<file path="src/design/asgate_pkg.sv">
// Constants, field layout and types of the acquisition start trigger gate
package asgate_pkg;

    // Register byte offsets
    localparam logic [7:0] ASG_CTRL_OFS = 8'h00;
    localparam logic [7:0] ASG_TRIG_OFS = 8'h04;
    localparam logic [7:0] ASG_FRAMES_OFS = 8'h08;
    localparam logic [7:0] ASG_CMD_OFS = 8'h0c;
    localparam logic [7:0] ASG_STATUS_OFS = 8'h10;

    // Control register fields
    localparam int ASG_CTRL_STD_BIT = 0;
    localparam int ASG_CTRL_SEL_BIT = 1;
    localparam int ASG_CTRL_CONT_BIT = 2;
    localparam logic [2:0] ASG_CTRL_RST = 3'h0;

    // Trigger configuration fields, per selected trigger
    localparam int ASG_CFG_EN_BIT = 0;
    localparam int ASG_CFG_SRC_BIT = 1;
    localparam int ASG_CFG_FALL_BIT = 2;

    // Command register fields, write-one pulses
    localparam int ASG_CMD_SOFT_BIT = 0;
    localparam int ASG_CMD_ARM_BIT = 1;
    localparam int ASG_CMD_DISARM_BIT = 2;

    // Status register fields
    localparam int ASG_STAT_STATE_BIT = 0;
    localparam int ASG_STAT_ARMED_BIT = 1;
    localparam int ASG_STAT_BUSY_BIT = 2;
    localparam int ASG_STAT_GATE_BIT = 3;
    localparam int ASG_STAT_STYLE_BIT = 4;
    localparam int ASG_STAT_CNT_LSB = 8;

    // Frame count limits and reset value
    localparam logic [7:0] ASG_FRAMES_MIN = 8'h01;
    localparam logic [7:0] ASG_FRAMES_MAX = 8'hff;
    localparam logic [7:0] ASG_FRAMES_RST = 8'h01;

    // Encodings of selector and source
    localparam logic ASG_SEL_START = 1'b0;
    localparam logic ASG_SEL_FRAME = 1'b1;
    localparam logic ASG_SRC_SOFT = 1'b0;
    localparam logic ASG_SRC_LINE = 1'b1;

    // Settings of one trigger
    typedef struct packed {
        logic falling;
        logic origin;
        logic enable;
    } asgate_trig_cfg_t;

    localparam asgate_trig_cfg_t ASG_CFG_RST = 3'h0;

    typedef enum logic {
        ASG_WAIT_START = 1'b0,
        ASG_WAIT_FRAME = 1'b1
    } asgate_state_t;

    // Exact byte address match, all 8 address bits compared
    function automatic logic asgate_hit(input logic [7:0] addr,
                                        input logic [7:0] ofs);
        asgate_hit = (addr == ofs);
    endfunction : asgate_hit

endpackage : asgate_pkg

</file>
<file path="src/design/asgate_edge.sv">
// Edge detector for the external start trigger on input line 1
`timescale 1ns/1ps
module asgate_edge
    import asgate_pkg::*;
(
    input wire logic pclk,
    input wire logic presetn,
    input wire logic line_in,
    input wire logic falling,
    output logic edge_pulse
);

    logic prev;
    logic primed;

    // Previous level; first sample after reset only primes
    always_ff @(posedge pclk or negedge presetn) begin
        if (!presetn) begin
            prev <= 1'b0;
            primed <= 1'b0;
        end else begin
            prev <= line_in;
            primed <= 1'b1;
        end
    end

    // Chosen edge
    assign edge_pulse = primed &
        (falling ? (prev & ~line_in) : (~prev & line_in));
endmodule : asgate_edge

</file>
<file path="src/design/asgate_top.sv">
// Acquisition start trigger gate with APB register slave
//
// Chosen here: the APB slave port and the address map.
`timescale 1ns/1ps
module asgate_top
    import asgate_pkg::*;
(
    input wire logic pclk,
    input wire logic presetn,
    input wire logic psel,
    input wire logic penable,
    input wire logic pwrite,
    input wire logic [7:0] paddr,
    input wire logic [31:0] pwdata,
    input wire logic [3:0] pstrb,
    output logic [31:0] prdata,
    output logic pready,
    output logic pslverr,
    input wire logic line1_in,
    input wire logic frame_trig_in,
    input wire logic frame_done_in,
    output logic frame_expose_start,
    output logic frame_soft_pulse,
    output asgate_trig_cfg_t frame_cfg,
    output logic legacy_mode
);

    logic standard_mode;
    logic trigger_target_choice;
    logic capture_run_style;
    asgate_trig_cfg_t start_cfg;
    logic [7:0] frames_per_start;
    logic host_issued_pulse;
    logic armed;
    logic frame_busy;
    asgate_state_t state;
    logic [7:0] count;
    logic [7:0] next_count;
    logic [31:0] next_rdata;
    logic wr_en;
    logic addr_ok;
    logic line_edge;
    logic gate_on;
    logic start_evt;
    logic fs_accept;
    logic style_conflict;
    logic arm_cmd;
    logic disarm_cmd;

    // APB decode; every access completes in one access cycle
    assign addr_ok = asgate_hit(paddr, ASG_CTRL_OFS) |
        asgate_hit(paddr, ASG_TRIG_OFS) |
        asgate_hit(paddr, ASG_FRAMES_OFS) |
        asgate_hit(paddr, ASG_CMD_OFS) |
        asgate_hit(paddr, ASG_STATUS_OFS);
    assign pready = psel & penable;
    assign pslverr = psel & penable & ~addr_ok;
    assign wr_en = psel & penable & pwrite & addr_ok & pstrb[0];

    // Control register, legacy mode after reset
    always_ff @(posedge pclk or negedge presetn) begin
        if (!presetn) begin
            {capture_run_style, trigger_target_choice, standard_mode}
                <= ASG_CTRL_RST;
        end else if (wr_en && asgate_hit(paddr, ASG_CTRL_OFS)) begin
            standard_mode <= pwdata[ASG_CTRL_STD_BIT];
            trigger_target_choice <= pwdata[ASG_CTRL_SEL_BIT];
            capture_run_style <= pwdata[ASG_CTRL_CONT_BIT];
        end
    end

    // Trigger settings land on the selected trigger only
    always_ff @(posedge pclk or negedge presetn) begin
        if (!presetn) begin
            start_cfg <= ASG_CFG_RST;
            frame_cfg <= ASG_CFG_RST;
        end else if (wr_en && asgate_hit(paddr, ASG_TRIG_OFS)) begin
            if (trigger_target_choice == ASG_SEL_FRAME) begin
                frame_cfg.enable <= pwdata[ASG_CFG_EN_BIT];
                frame_cfg.origin <= pwdata[ASG_CFG_SRC_BIT];
                frame_cfg.falling <= pwdata[ASG_CFG_FALL_BIT];
            end else begin
                start_cfg.enable <= pwdata[ASG_CFG_EN_BIT];
                start_cfg.origin <= pwdata[ASG_CFG_SRC_BIT];
                start_cfg.falling <= pwdata[ASG_CFG_FALL_BIT];
            end
        end
    end

    // Frame count; a zero write is dropped to keep 1..255
    always_ff @(posedge pclk or negedge presetn) begin
        if (!presetn) begin
            frames_per_start <= ASG_FRAMES_RST;
        end else if (wr_en && asgate_hit(paddr, ASG_FRAMES_OFS) &&
                     pwdata[7:0] >= ASG_FRAMES_MIN) begin
            frames_per_start <= pwdata[7:0];
        end
    end

    // Command pulses, one cycle after the write
    always_ff @(posedge pclk or negedge presetn) begin
        if (!presetn) begin
            host_issued_pulse <= 1'b0;
            frame_soft_pulse <= 1'b0;
            arm_cmd <= 1'b0;
            disarm_cmd <= 1'b0;
        end else begin
            host_issued_pulse <= wr_en && asgate_hit(paddr, ASG_CMD_OFS) &&
                pwdata[ASG_CMD_SOFT_BIT] &&
                trigger_target_choice == ASG_SEL_START;
            frame_soft_pulse <= wr_en && asgate_hit(paddr, ASG_CMD_OFS) &&
                pwdata[ASG_CMD_SOFT_BIT] &&
                trigger_target_choice == ASG_SEL_FRAME;
            arm_cmd <= wr_en && asgate_hit(paddr, ASG_CMD_OFS) &&
                pwdata[ASG_CMD_ARM_BIT];
            disarm_cmd <= wr_en && asgate_hit(paddr, ASG_CMD_OFS) &&
                pwdata[ASG_CMD_DISARM_BIT];
        end
    end

    // Line 1 edge finder
    asgate_edge u_edge (
        .pclk(pclk),
        .presetn(presetn),
        .line_in(line1_in),
        .falling(start_cfg.falling),
        .edge_pulse(line_edge)
    );

    // Gate is live only in standard mode with enable set
    assign gate_on = standard_mode & start_cfg.enable;
    assign legacy_mode = ~standard_mode;
    // Host side misuse: gate on without continuous style
    assign style_conflict = gate_on & ~capture_run_style;

    // Start trigger from software or line 1
    assign start_evt = gate_on & ((start_cfg.origin == ASG_SRC_LINE) ?
        line_edge : host_issued_pulse);

    // Frame trigger acceptance; gate off means internal starts
    assign fs_accept = frame_trig_in & armed & ~frame_busy &
        (~gate_on | (state == ASG_WAIT_FRAME));
    assign next_count = count + 8'h01;

    // Gate state and accepted-frame count
    always_ff @(posedge pclk or negedge presetn) begin
        if (!presetn) begin
            state <= ASG_WAIT_START;
            count <= 8'h00;
        end else if (!gate_on) begin
            state <= ASG_WAIT_START;
            count <= 8'h00;
        end else begin
            case (state)
                ASG_WAIT_START: begin
                    if (start_evt) begin
                        state <= ASG_WAIT_FRAME;
                        count <= 8'h00;
                    end
                end
                ASG_WAIT_FRAME: begin
                    // Start triggers here fall through unheeded
                    if (fs_accept) begin
                        count <= next_count;
                        if (next_count == frames_per_start) begin
                            state <= ASG_WAIT_START;
                        end
                    end
                end
                default: begin
                    state <= ASG_WAIT_START;
                end
            endcase
        end
    end

    // Arm state; disarm refuses new frames only
    always_ff @(posedge pclk or negedge presetn) begin
        if (!presetn) begin
            armed <= 1'b0;
        end else if (disarm_cmd) begin
            armed <= 1'b0;
        end else if (arm_cmd) begin
            armed <= 1'b1;
        end
    end

    // Exposure start and busy flag; start wins over done
    always_ff @(posedge pclk or negedge presetn) begin
        if (!presetn) begin
            frame_expose_start <= 1'b0;
            frame_busy <= 1'b0;
        end else begin
            frame_expose_start <= fs_accept;
            if (fs_accept) begin
                frame_busy <= 1'b1;
            end else if (frame_done_in) begin
                frame_busy <= 1'b0;
            end
        end
    end

    // Read data mux
    always_comb begin
        next_rdata = 32'h0000_0000;
        if (asgate_hit(paddr, ASG_CTRL_OFS)) begin
            next_rdata[ASG_CTRL_STD_BIT] = standard_mode;
            next_rdata[ASG_CTRL_SEL_BIT] = trigger_target_choice;
            next_rdata[ASG_CTRL_CONT_BIT] = capture_run_style;
        end else if (asgate_hit(paddr, ASG_TRIG_OFS)) begin
            if (trigger_target_choice == ASG_SEL_FRAME) begin
                next_rdata[ASG_CFG_EN_BIT] = frame_cfg.enable;
                next_rdata[ASG_CFG_SRC_BIT] = frame_cfg.origin;
                next_rdata[ASG_CFG_FALL_BIT] = frame_cfg.falling;
            end else begin
                next_rdata[ASG_CFG_EN_BIT] = start_cfg.enable;
                next_rdata[ASG_CFG_SRC_BIT] = start_cfg.origin;
                next_rdata[ASG_CFG_FALL_BIT] = start_cfg.falling;
            end
        end else if (asgate_hit(paddr, ASG_FRAMES_OFS)) begin
            next_rdata[7:0] = frames_per_start;
        end else if (asgate_hit(paddr, ASG_STATUS_OFS)) begin
            next_rdata[ASG_STAT_STATE_BIT] = state;
            next_rdata[ASG_STAT_ARMED_BIT] = armed;
            next_rdata[ASG_STAT_BUSY_BIT] = frame_busy;
            next_rdata[ASG_STAT_GATE_BIT] = gate_on;
            next_rdata[ASG_STAT_STYLE_BIT] = style_conflict;
            next_rdata[ASG_STAT_CNT_LSB +: 8] = count;
        end
    end

    // Read data captured in the setup cycle
    always_ff @(posedge pclk or negedge presetn) begin
        if (!presetn) begin
            prdata <= 32'h0000_0000;
        end else if (psel && !penable) begin
            prdata <= next_rdata;
        end
    end

    // Helper: control register ever written since reset
    logic ctrl_written;
    always_ff @(posedge pclk or negedge presetn) begin
        if (!presetn) begin
            ctrl_written <= 1'b0;
        end else if (wr_en && asgate_hit(paddr, ASG_CTRL_OFS)) begin
            ctrl_written <= 1'b1;
        end
    end
endmodule : asgate_top

</file>
<file path="config.mk">
export PLATFORM = sky130hd
export DESIGN_NAME = asgate_top
export DESIGN_NICKNAME = d
export VERILOG_FILES = /design/src/design/asgate_pkg.sv /design/src/design/asgate_edge.sv /design/src/design/asgate_top.sv
export SDC_FILE = /design/constraint.sdc
export NUM_CORES = 1
export LEC_CHECK = 0
export BUFFER_PORTS_ARGS = -buffer_cell sky130_fd_sc_hd__buf_2
export CAP_MARGIN = 20
export CORE_MARGIN = 3
export CORE_UTILIZATION = 43
export CTS_CLUSTER_DIAMETER = 40
export DETAILED_ROUTE_END_ITERATION = 10
export PLACE_DENSITY = 0.7
export SLEW_MARGIN = 25
export SYNTH_ARGS = -nofsm -noshare
export SYNTH_HDL_FRONTEND = slang
export SYNTH_SLANG_ARGS = --single-unit
</file>
<file path="constraint.sdc">
create_clock -name pclk -period 1.75 [get_ports pclk]
set_input_delay 0.175 -clock pclk [delete_from_list [all_inputs] [get_ports pclk]]
set_output_delay 0.175 -clock pclk [all_outputs]
set_load 0.005 [all_outputs]
</file>
* Word level (Yosys, flattened, before mapping)
Index checks and enable logic that the tools add are counted.
Widths: inputs -> output; s select.
** Word-level totals
- Bits in registers :: 51
- Bits in latches :: 0
- RAM bits :: 0
- Bits in read-only memories :: 0
- Bits of input ports :: 52
- Output and inout port bits :: 40
- Logic and storage cells :: 102
- Memories kept :: 0
** Operators by class
- $add $sub $neg :: 1
- $mul :: 0
- Div/mod/pow operators :: 0
- Order comparisons :: 1
- Equal/unequal tests :: 7
- Shift operators :: 0
- Multiplexer cells :: 25
- Bitwise logic cells :: 28
- Reduce and logical (&&, ||, !) cells :: 18
** Operators by type and width (count)
- $mux 8 :: 5
- $mux 13 :: 2
- $eq 8x4->1 const B :: 2
- $pmux 8 s2 :: 1
- $and 1x1->1 :: 14
- $mux 3 :: 4
- $logic_and 1x1->1 :: 11
- $mux 1 :: 10
- $mux 5 :: 2
- $not 1->1 :: 9
- $add 8x1->8 const B :: 1
- $eq 8x3->1 const B :: 1
- $eq 8x5->1 const B :: 1
- $eq 8x8->1 :: 1
- $ge 8x1->1 const B :: 1
- $logic_not 8->1 :: 1
- $reduce_and 2->1 :: 3
- $or 1x1->1 :: 5
- $reduce_bool 2->1 :: 2
- $ne 3x2->1 const B :: 1
- $ne 3x3->1 const B :: 1
- $pmux 1 s2 :: 1
- $logic_not 1->1 :: 1

* Depth between registers and ports, before layout
- Word-level depth :: 10
- Depth in mapped cells :: 6
- Gate-level depth less buffers :: 6

* By module
From an unflattened synthesis, not the netlist that was laid out.
** Unflattened totals
- Cells, all modules :: 246
- Area total of the unflattened synthesis :: 2603.7 µm²
** Modules (own cells, without submodules)
- asgate_top :: times used 1, cells an instance 240, area an instance 2526.2 µm², seq. area each 1227.4 µm²
- asgate_edge :: times used 1, cells an instance 6, area an instance 77.6 µm², seq. area each 50.0 µm²

* Least setup slack after synthesis
Ideal clock, no wire load.
- Path type :: register to register
- Start point :: register count[0]
- End point :: register count[6]
- Library setup time :: 0.078 ns
- Data arrival time :: 1.310 ns
- Data required time :: 1.672 ns
- Slack :: 0.362 ns
- Cell stages (with the launch flop) :: 7
- Buffers on the path :: 0
- Period minus slack after synthesis :: 1.388 ns
- Path through :: dfrtp_1 -> ha_1 -> nand3_1 -> nor3_1 -> xor2_1 -> nand2_1 -> a21oi_1
** Between the ends
- Cells in the longest elaborated chain, start to end :: 4
** RTL lines
- from (decl) :: line asgate_top.sv:37 : logic [7:0] count;
- from (signal assigned) :: line asgate_top.sv:164 : count <= next_count;
- $add 8x1->8 :: line asgate_top.sv:143 : assign next_count = count + 8'h01;
- $mux 8 :: line asgate_top.sv:163 : if (fs_accept) begin
- $pmux 8 s2 :: line asgate_top.sv:154 : case (state)
- $mux 8 :: line asgate_top.sv:150 : end else if (!gate_on) begin
No other way between the ends. The select of a mux whose other input is x is not followed.
A chain may end at the register's enable or synchronous reset.

* Worst setup path in the final report
- Start point :: register count[1]
- End point :: register state
** Between the ends
- Cells in the longest elaborated chain, start to end :: 6
** RTL lines
- $add 8x1->8 :: line asgate_top.sv:143
- $eq 8x8->1 :: line asgate_top.sv:165 : if (next_count == frames_per_start) begin
- $mux 1 :: line asgate_top.sv:165
- $mux 1 :: line asgate_top.sv:163
- $pmux 1 s2 :: line asgate_top.sv:154
- $mux 1 :: line asgate_top.sv:150
- to (signal assigned) :: line asgate_top.sv:151 : state <= ASG_WAIT_START;
- to (signal assigned) :: line asgate_top.sv:157 : state <= ASG_WAIT_FRAME;
- to (signal assigned) :: line asgate_top.sv:166 : state <= ASG_WAIT_START;
- to (decl) :: line asgate_top.sv:36 : asgate_state_t state;
No other way between the ends.

==> impl_summary.log <==
INFO  metric run_status = finished, final reports clean
INFO  metric cts-buffers-inserted = 5
INFO  metric yosys-top-cells-area = dfrtp_1 47%, mux2_2 5.9%, nand2_1 4.6%
INFO  metric clock.fmax = 651.1 MHz
INFO  metric drt-pass1-iter-count = 4
INFO  metric crit_type = reg -> reg
INFO  metric hold_slack = 0.05748 ns
INFO  metric final_period_utilization = 0.8776
INFO  metric post_cts_resized = 0
INFO  metric required = 1.93 ns
INFO  metric n_fill_cell = 548
INFO  metric vdd.ir_drop.worst = 398.1 uV
INFO  metric via_count = 2088
INFO  metric synth-edff-count = 0
INFO  metric grt.busiest_layer = met2
INFO  metric holdPathEnd = frame_busy
INFO  metric detailedPlacementHpwl = 4.395 mm
INFO  metric drt_wl_total = 5.865 mm
INFO  metric critical_path.reg2reg.startpoint = count[1]
INFO  metric cp_max_fo = 5
INFO  metric gr-usage-met3 = 0.04466
INFO  metric placementRows = 28
INFO  metric worst_slew_pin_slew = 0.6052 ns
INFO  metric synth-seq-area-share = 0.4749
INFO  metric finalSetupViolations = 0
INFO  metric worst_ep_arrival_time = 1.72 ns
INFO  metric worst_r2r_path_depth = 5
INFO  metric cellLeakagePower = 1.506 nW
INFO  metric power-per-cell-area = 701.2 nW/um2
INFO  metric crit_path_start_kind = flip-flop
INFO  metric synth_top_flop_cell = dfrtp_1
INFO  metric worst_path_largest_cell_delay = 0.43 ns
INFO  metric drt_iter0_drc = 79
INFO  metric via_count_of_the_first_global_routing_pass = 2095
INFO  metric r2r_end = state
INFO  metric cts.htree.levels = 2
INFO  metric timing.critical_path.buf_inv = 0
INFO  metric antenna_found_initial = 0
INFO  metric grt_pass1_wl = 9.984 mm
INFO  metric timing.reg2reg.setup_slack = 0.21 ns
INFO  metric floorplan.initialDensity = 0.4490
INFO  metric core_area = 5991 um2
INFO  metric number_of_top_level_pins = 92
INFO  metric worst_hold_path.num_cells = 2
INFO  metric critical_path.endpoint_type = flip-flop
INFO  metric finalHoldViolCount = 0
INFO  metric clock-root-buffer = clkbuf_8
INFO  metric chipHeight = 85.10 um
INFO  metric ratio_of_routed_vias_to_standard_cells = 5.299
INFO  metric finalCriticalPeriod = 1.536 ns
INFO  metric swShare = 0.2234
INFO  metric totalPowerFinal = 2.182 mW
INFO  metric nets = 371
INFO  metric slew_headroom = 0.5966
INFO  metric ant_nets = 0
INFO  metric grt_use_met1 = 0.2314
INFO  metric layout_cells_sized_above_1 = 0.2790
INFO  metric ordered_cell_list_for_the_critical_path = ha_1 > nand3_1 > nor2b_1 > nor4_1 > a31oi_1
INFO  metric placement.io_buffers = 48
INFO  metric synth.ff_latch_count = 51
INFO  metric fin_skew = 0.01108 ns
INFO  metric totalNegativeSetupSlack = 0 ns
INFO  metric yosysUniqueCellTypes = 49
INFO  metric seq_power_share = 0.545
INFO  metric power_frac_comb = 0.063
INFO  metric syn_area = 2690 um2
INFO  metric final-max-slew-violation-count = 0
INFO  metric cts.path.max_buffers = 2
INFO  metric cpLargestDelayFamily = simple AND/OR/NAND/NOR gates
INFO  metric hold_path_origin = frame_done_in
INFO  metric synth_top_cell_by_area = dfrtp_1
INFO  metric die_area = 7241 um2
INFO  metric clk-insertion-delay-late = 0.31 ns
INFO  metric critical-path-slowest-cell = dfrtp_1
INFO  metric synthMostInstantiatedCell = dfrtp_1
INFO  metric p_clk_frac = 0.392
INFO  metric cts.sinks = 51
INFO  metric drc_errors = 0
INFO  metric overflow = 0
INFO  metric cts_tree = built
INFO  metric routedWlPerCell = 14.89 um
INFO  metric post-cts-setup-buffers = 0
INFO  metric grtUsageTotal = 0.1720
INFO  metric insertedDiodeCount = 0
INFO  metric yosys_warnings = 0
INFO  metric synth_top_cell_area_share = 0.4651
INFO  metric synth_async_sr_flop_share = 1.000
INFO  metric grt_start_max_net_pins = 28
INFO  metric final_area = 3112 um2
INFO  metric min-delay-path-class = in -> reg
INFO  metric drv.max_cap_violation_count = 0
INFO  metric areaGrowthSynthToFinish = 15.67%
INFO  metric p_sw = 487.4 uW
INFO  metric postPlaceCellArea = 2974 um2
INFO  metric worst_setup_hold_path_clk_slew = 0.09 ns
INFO  metric p_int = 1.695 mW
INFO  metric gp_congestion = 0.8195
INFO  metric syn_area_per_cell = 10.04 um2
INFO  metric rsz0062_at_grt = no
INFO  metric syn-instance-count = 268
INFO  metric cts_hold_buffers = 2
INFO  metric fp.dieW = 85.10 um
INFO  metric use_met2 = 0.2726
INFO  metric synth_commonest_cells = 50 x dfrtp_1, 33 x nand2_1, 19 x a21oi_1
## power by group through the flow
stage / clock [mW] / sequential (mW) / combinational [mW]
5_1_grt: 0.932 / 1.19 / 0.156
4_1_cts: 0.876 / 1.19 / 0.140
6_report: 0.856 / 1.19 / 0.138
3_3_place_gp: 0 / 1.21 / 0.133
3_5_place_dp: 0 / 1.21 / 0.136
2_1_floorplan: 0 / 1.21 / 0.0812
## state kept, by name, indices dropped and copies added, names as in the netlist
signal                 count
arm_cmd                    1
armed                      1
capture_run_style          1
count                      8
disarm_cmd                 1
frame_busy                 1
frame_cfg                  3
frame_expose_start         1
frame_soft_pulse           1
frames_per_start           8
host_issued_pulse          1
prdata                    16
standard_mode              1
start_cfg                  3
state                      1
trigger_target_choice      1
u_edge.prev                1
u_edge.primed              1
## metrics by stage
step,cells,util,worst slack (ns)
final,394,0.5194,0.2141
after global placement,384,0.4964,0.2088
after floorplan,283,-,0.3617
after global routing,394,0.5194,0.03301
after CTS,394,0.5194,0.2051
after detailed placement,384,0.4964,0.1777
## per-layer routing
| layer | routed length (um) | share of wire |
|---|---|---|
| met3 | 350 | 0.060 |
| met5 | 0 | 0 |
| met2 | 2757 | 0.47 |
| met1 | 2660 | 0.45 |
| met4 | 96 | 0.016 |
## how the worst max path moves through the flow
| stage | from | endpoint | slack (ns) | depth (start not counted) |
|---|---|---|---|---|
| 2_1_floorplan | count[0] | count[6] | 0.36 | 6 |
| 3_3_place_gp | paddr[7] | start_cfg[2] | 0.21 | 6 |
| 3_5_place_dp | paddr[7] | start_cfg[2] | 0.18 | 6 |
| 4_1_cts | frame_busy | count[7] | 0.21 | 5 |
| 5_1_grt | count[1] | state | 0.03 | 5 |
| 6_report | count[1] | state | 0.21 | 5 |
## layout make-up
type	count	area, um2	area share
multi-input cells	197	1271	0.4085
inverters	5	18.77	0.006031
repair buffers	58	332.8	0.1070
flip-flops and latches	51	1277	0.4105
clock buffers	6	82.58	0.02654
clock inverters	2	35.03	0.01126
well taps	75	93.84	0.03016
## worst register-to-register path: cells and delay by family (launching register included)
kind	cells	cell delay [ns]
AOI/OAI and AO/OA	1	0.13
and+or+nand+nor	3	0.63
adders and majority gates	1	0.24
DFF	1	0.43
## cell usage in the layout (no fill, tap or decap), types with 3 or more instances in the layout
cell,count
nor2_1,11
conb_1,17
inv_1,4
and2_1,3
o41ai_1,5
nor3_2,3
o21ai_0,4
dfrtp_1,50
nand3_1,11
nor4_1,6
mux2_2,14
mux2_1,3
nor2b_1,4
buf_4,7
a21oi_1,19
nand2b_1,7
nor3_1,3
clkbuf_8,6
xnor2_1,9
buf_2,48
nand2_1,33
xor2_1,8
a22o_1,8
## kinds of logic (layout without fill, tap and decap cells)
logic type	count (synthesis)	after routing	synth area share
simple gates	95	95	0.1916
mux	19	19	0.07860
fa+ha+maj	1	1	0.004650
buf+inv	35	71	0.07348
xor+xnor	17	17	0.05535
flops	51	51	0.4749
compound gates	48	48	0.1186
other cells	2	17	0.002792
Note: power is estimated with default switching activity, not from simulation.
